==> src/dosl_sel.sv <==
`timescale 1ns/100ps
`default_nettype none
package dosl_pkg;
  // group layout: eight outputs per group, two groups
  localparam int GRP_W = 8;
  localparam int OUT_W = 16;
  // byte selectors on the expander bus
  localparam logic [2:0] BY_OUT_A  = 3'h0;
  localparam logic [2:0] BY_OUT_B  = 3'h1;
  localparam logic [2:0] BY_DEF_A  = 3'h2;
  localparam logic [2:0] BY_DEF_B  = 3'h3;
  localparam logic [2:0] BY_HOLD   = 3'h4;
  localparam logic [2:0] BY_FLAG   = 3'h5;
  localparam logic [2:0] BY_STAT_A = 3'h0;
  localparam logic [2:0] BY_STAT_B = 3'h1;
  localparam logic [2:0] BY_STAT_C = 3'h2;
  // reset values
  localparam logic [15:0] OUT_RST = 16'h0000;
  localparam logic [15:0] DEF_RST = 16'h0000;
  localparam logic [7:0]  RD_NONE = 8'h00;
  // module identification, value arbitrary
  localparam logic [3:0] MOD_ID = 4'h5;
  // bus silence that counts as a control module failure
  localparam int TMO_US  = 10;
  localparam int CLK_MHZ = 100;
  localparam logic [15:0] TMO_CYC = 16'(TMO_US * CLK_MHZ);
  localparam logic [15:0] TMR_ONE = 16'h0001;
  // selector state
  typedef struct packed {
    logic [15:0] q;
  } dosl_sel_st_t;
endpackage

module dosl_sel (
  input  wire logic        clk,
  input  wire logic        reset_n,
  input  wire logic        tmo,
  input  wire logic        hold,
  input  wire logic [15:0] out_d,
  input  wire logic [15:0] def_d,
  output logic      [15:0] sel_q
);
  dosl_pkg::dosl_sel_st_t st_reg;   // registered selection
  dosl_pkg::dosl_sel_st_t st_next;  // next selection

  // pick output data, or default data on a time-out without hold
  always_comb begin
    st_next = st_reg;
    if (tmo && !hold) begin
      st_next.q = def_d;
    end else begin
      st_next.q = out_d;
    end
  end

  // registered so the switch drivers never see a glitch; off under reset
  always_ff @(posedge clk) begin
    if (!reset_n) begin
      st_reg.q <= dosl_pkg::OUT_RST;
    end else begin
      st_reg <= st_next;
    end
  end

  assign sel_q = st_reg.q;
endmodule
`default_nettype wire

==> src/dosl_top.sv <==
`timescale 1ns/100ps
`default_nettype none
module dosl_top (
  input  wire logic        CLK,
  input  wire logic        RESET_N,
  input  wire logic [5:0]  ADDRESS_SWITCH,
  input  wire logic        BUS_SEL,
  input  wire logic [5:0]  BUS_ADDR,
  input  wire logic        BUS_WR,
  input  wire logic        BUS_RD,
  input  wire logic [2:0]  BUS_BYTE,
  input  wire logic [7:0]  BUS_WDATA,
  output logic      [7:0]  BUS_RDATA,
  output logic             BUS_RVALID,
  output logic      [7:0]  OUT_A,
  output logic      [7:0]  OUT_B,
  output logic      [7:0]  LED_A,
  output logic      [7:0]  LED_B,
  output logic             TIMEOUT
);
  // state of the block, apart from the selector register in u_sel
  typedef struct packed {
    logic [5:0]  addr_s1;   // switch sync, first stage
    logic [5:0]  addr_s2;   // switch sync, second stage
    logic [15:0] out_r;     // output register, A low byte
    logic [15:0] def_r;     // default register
    logic        hold;      // hold-or-default latch
    logic        flag;      // module status flag
    logic        tmo;       // time-out present
    logic [15:0] tmr;       // cycles since last access at our address, held at TMO_LAST once timed out
    logic [7:0]  rdata;     // read data
    logic        rvalid;    // read answer strobe
  } dosl_st_t;

  dosl_st_t    st_reg;   // current state
  dosl_st_t    st_next;  // next state
  logic [15:0] sel_q;    // selected output states
  logic        hit;      // access at our address

  // time-out edge: counter value one below the full count
  localparam logic [15:0] TMO_LAST = dosl_pkg::TMO_CYC - dosl_pkg::TMR_ONE;
  // unused middle bits of the id/status byte read as zero
  localparam logic [2:0]  STAT_GAP = 3'h0;

  // only the second sync stage feeds the compare
  assign hit = BUS_SEL && (BUS_ADDR == st_reg.addr_s2);

  // bus writes, reads and the bus fault timer
  always_comb begin
    st_next         = st_reg;
    st_next.addr_s1 = ADDRESS_SWITCH;
    st_next.addr_s2 = st_reg.addr_s1;
    st_next.rvalid  = 1'b0;
    if (hit) begin
      // an access at our address proves the controller alive
      st_next.tmr = '0;
      st_next.tmo = 1'b0;
    end else if (st_reg.tmr >= TMO_LAST) begin
      // time-out is sticky until the controller comes back
      st_next.tmo  = 1'b1;
      st_next.flag = 1'b0;
    end else begin
      st_next.tmr = st_reg.tmr + dosl_pkg::TMR_ONE;
    end
    // writes land in the byte picked by the selector
    if (hit && BUS_WR) begin
      case (BUS_BYTE)
        dosl_pkg::BY_OUT_A: st_next.out_r[7:0]  = BUS_WDATA;
        dosl_pkg::BY_OUT_B: st_next.out_r[15:8] = BUS_WDATA;
        dosl_pkg::BY_DEF_A: st_next.def_r[7:0]  = BUS_WDATA;
        dosl_pkg::BY_DEF_B: st_next.def_r[15:8] = BUS_WDATA;
        dosl_pkg::BY_HOLD:  st_next.hold = BUS_WDATA[0];
        dosl_pkg::BY_FLAG:  st_next.flag = BUS_WDATA[0];
        default: ;  // unused byte selectors are ignored
      endcase
    end
    // reads answer one edge later with a one-cycle strobe
    if (hit && BUS_RD && !BUS_WR) begin
      st_next.rvalid = 1'b1;
      case (BUS_BYTE)
        dosl_pkg::BY_STAT_A: st_next.rdata = sel_q[7:0];
        dosl_pkg::BY_STAT_B: st_next.rdata = sel_q[15:8];
        dosl_pkg::BY_STAT_C:
          st_next.rdata = {dosl_pkg::MOD_ID, STAT_GAP, st_reg.flag};
        default:             st_next.rdata = dosl_pkg::RD_NONE;
      endcase
    end
  end

  // all registers clear at reset; defaults zero so a time-out turns all off
  always_ff @(posedge CLK) begin
    if (!RESET_N) begin
      st_reg         <= '0;
      st_reg.out_r   <= dosl_pkg::OUT_RST;
      st_reg.def_r   <= dosl_pkg::DEF_RST;
    end else begin
      st_reg <= st_next;
    end
  end

  // one selector serves both groups
  dosl_sel u_sel (
    .clk     (CLK),
    .reset_n (RESET_N),
    .tmo     (st_reg.tmo),
    .hold    (st_reg.hold),
    .out_d   (st_reg.out_r),
    .def_d   (st_reg.def_r),
    .sel_q   (sel_q)
  );

  // outputs and indicators share one selected value
  assign OUT_A      = sel_q[7:0];
  assign OUT_B      = sel_q[15:8];
  assign LED_A      = sel_q[7:0];
  assign LED_B      = sel_q[15:8];
  assign BUS_RDATA  = st_reg.rdata;
  assign BUS_RVALID = st_reg.rvalid;
  assign TIMEOUT    = st_reg.tmo;
endmodule
`default_nettype wire

==> config.mk <==
export PLATFORM = sky130hd
export DESIGN_NAME = dosl_top
export DESIGN_NICKNAME = d
export VERILOG_FILES = /design/src/dosl_sel.sv /design/src/dosl_top.sv
export SDC_FILE = /design/constraint.sdc
export NUM_CORES = 1
export LEC_CHECK = 0
export BUFFER_PORTS_ARGS = -buffer_cell sky130_fd_sc_hd__buf_4
export CORE_ASPECT_RATIO = 1.25
export CORE_MARGIN = 2
export CORE_UTILIZATION = 59
export DETAILED_ROUTE_END_ITERATION = 10
export GPL_TIMING_DRIVEN = 0
export PLACE_DENSITY_LB_ADDON = 0.12
export RECOVER_POWER = 100
export SLEW_MARGIN = 20
export SYNTH_ARGS = -nofsm -noshare
export SYNTH_HDL_FRONTEND = slang
export SYNTH_SLANG_ARGS = --single-unit
export TNS_END_PERCENT = 30
==> constraint.sdc <==
create_clock -name CLK -period 4.2 [get_ports CLK]
set_input_delay 0.84 -clock CLK [delete_from_list [all_inputs] [get_ports CLK]]
set_output_delay 0.84 -clock CLK [all_outputs]
set_load 0.005 [all_outputs]
==> results.toml <==
[status]
status = "finished, final reports clean"

[clock_network]
cts_tree = "built"
clock_path_buffers = 2
h-tree-depth = 3
postCtsSetupRepairBufs = 0
hold_buffers = 0
post_cts_resized = 0
root_buffer = "clkbuf_8"
clk-insertion-delay-late_ns = 0.34
cts_buffers = 9
cts_num_sinks = 88
clkTransAtPathRegs_ns = 0.08

[synth]
synth_top_cell_area_share_pct = 46.9
synth.most_common_cell = "dfxtp_1"
synthFlopType = "dfxtp_1"
syn_nets = 458
yosys.cell_types.count = 46
synth.yosys.warnings = 0
synth_area_leaders = "dfxtp_1 47%, a21oi_1 7.3%, nand2_1 5.3%"
synth_seq_cells = 88
synth_area_per_cell_um2 = 8.76
async_flop_share_pct = 0
synth_top_area_cell = "dfxtp_1"
synthCells = 429
synth_common_cells = "88 x dfxtp_1, 55 x a21oi_1, 53 x nand2_1, 39 x o21ai_0, 37 x nand3_1"
synth_edf_count = 0
ys_seq_area_share_pct = 46.9
synth_area_um2 = 3760

[sta]
fmax_ghz = 0.354
final.setup_skew_ns = 0.00833
setup_viol = 0
tightest_slew_ns = 1.09
slew_violations = 0
final.setup.tns_ns = 0
max_slew_margin_pct = 26.4
hold_viol_final = 0
fin_crit_sh_pct = 67.3
period_needed_ns = 2.83
rsz0062_at_grt = "no"

[critical_path]
critPathKind = "input port to flip-flop"
cp-endpoint = "st_reg[9]$_SDFFE_PP0N_"
r2r_slack_ns = 1.65
cp-startpoint = "BUS_ADDR[5]"
reg2reg_to = "st_reg[9]$_SDFFE_PP0N_"
cp_max_fo = 10
worst_setup_path_start_kind = "input port"
worst_setup_path_end_kind = "flip-flop"
critPathRequiredTime_ns = 4.39
cp.arrival_ns = 3.02
worstReg2RegStart = "st_reg[65]$_SDFF_PN0_"
rr_worst_depth = 4

[global_routing]
grt_overflow = 0
first_global_vias = 3035
grt_pass1_wl_um = 14000
antenna_found_initial = 0
gr-usage-met3_pct = 4.96
busiest_layer = "met2"
grt_max_degree = 15
grtUsageTotal_pct = 25.7
use_met2_pct = 40.2
met1_usage_pct = 34.9

[drt]
drt_iter0_drc = 228
drt-vias-per-instance = 5.56
via_count = 3326
dr.pass1.iters = 5
drc_errors = 0
drtAntennaViolNets = 0
routedWlPerCell_um = 14.5
wirelength_um = 8680

[finish]
stdcell_count = 598
n_fill_cell = 530
fin_nets = 537
num_antenna_cells = 0
drive_above_1_share_pct = 23.0
areaGrowthSynthToFinish_pct = 20.5
largest_reg_flops = 56

[floorplan]
die_x_um = 75.4
row_count = 32
core_um2 = 6170
start_util_pct = 61.0
die_y_um = 93.2
boundaryPins = 70
dieArea_um2 = 7030

[worst_hold_path]
min-delay-path-class = "flip-flop to flip-flop"

[placement]
gp_congestion = 0.914
dp_cells = 582
dp_hpwl_um = 6380
io_buffers = 68

[power_and_ir_drop]
leakage_uw = 0.00167
p_per_area_nw_per_um2 = 325
ir_worst_vdd_v = 0.000248

[run]
cap_violations = 0
==> cell usage in the layout (no fill, tap or decap), types with 2 or more instances in the layout <==
cell type,count
and3_1,6
o21ai_0,40
nand3b_1,2
mux2i_1,12
clkbuf_1,29
and2_1,7
xnor2_2,2
or3_1,2
nand4_1,5
o31ai_1,3
buf_2,3
o311ai_0,2
clkbuf_4,41
nor4bb_1,2
and4_1,5
xnor2_1,4
nand3_1,37
dfxtp_1,88
nand2_1,53
buf_4,46
clkinvlp_4,2
clkbuf_8,11
or4_1,2
nor2b_1,2
o211ai_1,2
nor4_1,2
and2_0,6
or4b_1,2
a21oi_1,55
inv_1,6
mux2_2,5
nor2_1,10
nor4b_1,2
==> worst min-delay path by stage <==
| stage | startpoint | to | cells after the start |
|---|---|---|---|
| 6_report | st_next[62]$_SDFF_PN0_ | st_reg[62]$_SDFF_PN0_ | 1 |
| 5_1_grt | st_next[65]$_SDFF_PN0_ | st_reg[65]$_SDFF_PN0_ | 1 |
| 4_1_cts | st_next[65]$_SDFF_PN0_ | st_reg[65]$_SDFF_PN0_ | 1 |
| 3_5_place_dp | st_next[63]$_SDFF_PN0_ | st_reg[63]$_SDFF_PN0_ | 1 |
| 3_3_place_gp | st_next[62]$_SDFF_PN0_ | st_reg[62]$_SDFF_PN0_ | 1 |
| 2_1_floorplan | st_next[60]$_SDFF_PN0_ | st_reg[60]$_SDFF_PN0_ | 1 |
==> kinds of logic after synthesis <==
group                    after synthesis  synth area share (%)
buffers and inverters                 58                  8.72
AO/OA/AOI/OAI                        106                  15.7
multiplexers                          17                  4.69
AND/OR/NAND/NOR                      152                  21.5
XOR/XNOR                               7                  2.23
flip-flops                            88                  46.9
adder cells (fa/ha/maj)                1                 0.333
==> power by group <==
| group | internal (uW) | switching (uW) | leakage [uW] |
|---|---|---|---|
| clock | 248 | 286 | 0.0000886 |
| sequential | 842 | 4.24 | 0.000712 |
| combinational | 34.9 | 56.5 | 0.000869 |
| total | 1120 | 347 | 0.00167 |
==> routing by layer <==
metal  vias up  part of all wire [%]
li1       1638                     -
met1      1563                    44
met2       115                    48
met3        10                   7.0
met4         0                   1.3
met5         -                     0
==> metrics by stage <==
| stage | total power (uW) | utilization [%] | worst slack, ns | hold slack, ns | cell area (um^2) |
|---|---|---|---|---|---|
| 4_1_cts | 1480 | 73.9 | 1.99 | 0.438 | 4560 |
| 3_5_place_dp | 957 | 71.0 | 1.63 | 0.421 | 4380 |
| 2_1_floorplan | 914 | - | 2.18 | 0.412 | 3760 |
| 6_report | 1470 | 73.5 | 1.37 | 0.438 | 4530 |
| 5_1_grt | 1520 | 73.5 | 1.25 | 0.449 | 4530 |
| 3_3_place_gp | 954 | 71.0 | 1.70 | 0.414 | 4380 |
==> critical path: stages <==
cell      delay (ns)
clkbuf_4        0.11
xnor2_1         0.63
nand3_1         0.37
o21ai_0         0.94
nor2_1          0.11
==> final cells by class <==
type / count / area, um^2 / share of cell area [%]
clock buffer: 12 / 155 / 3.43
multi-input combinational: 283 / 1660 / 36.7
tap: 85 / 106 / 2.35
buffer: 52 / 302 / 6.66
inverter: 6 / 22.5 / 0.497
timing repair buffer: 68 / 492 / 10.9
clock inverter: 4 / 28.8 / 0.635
sequential: 88 / 1760 / 38.9
(Power assumes the default switching activity.)
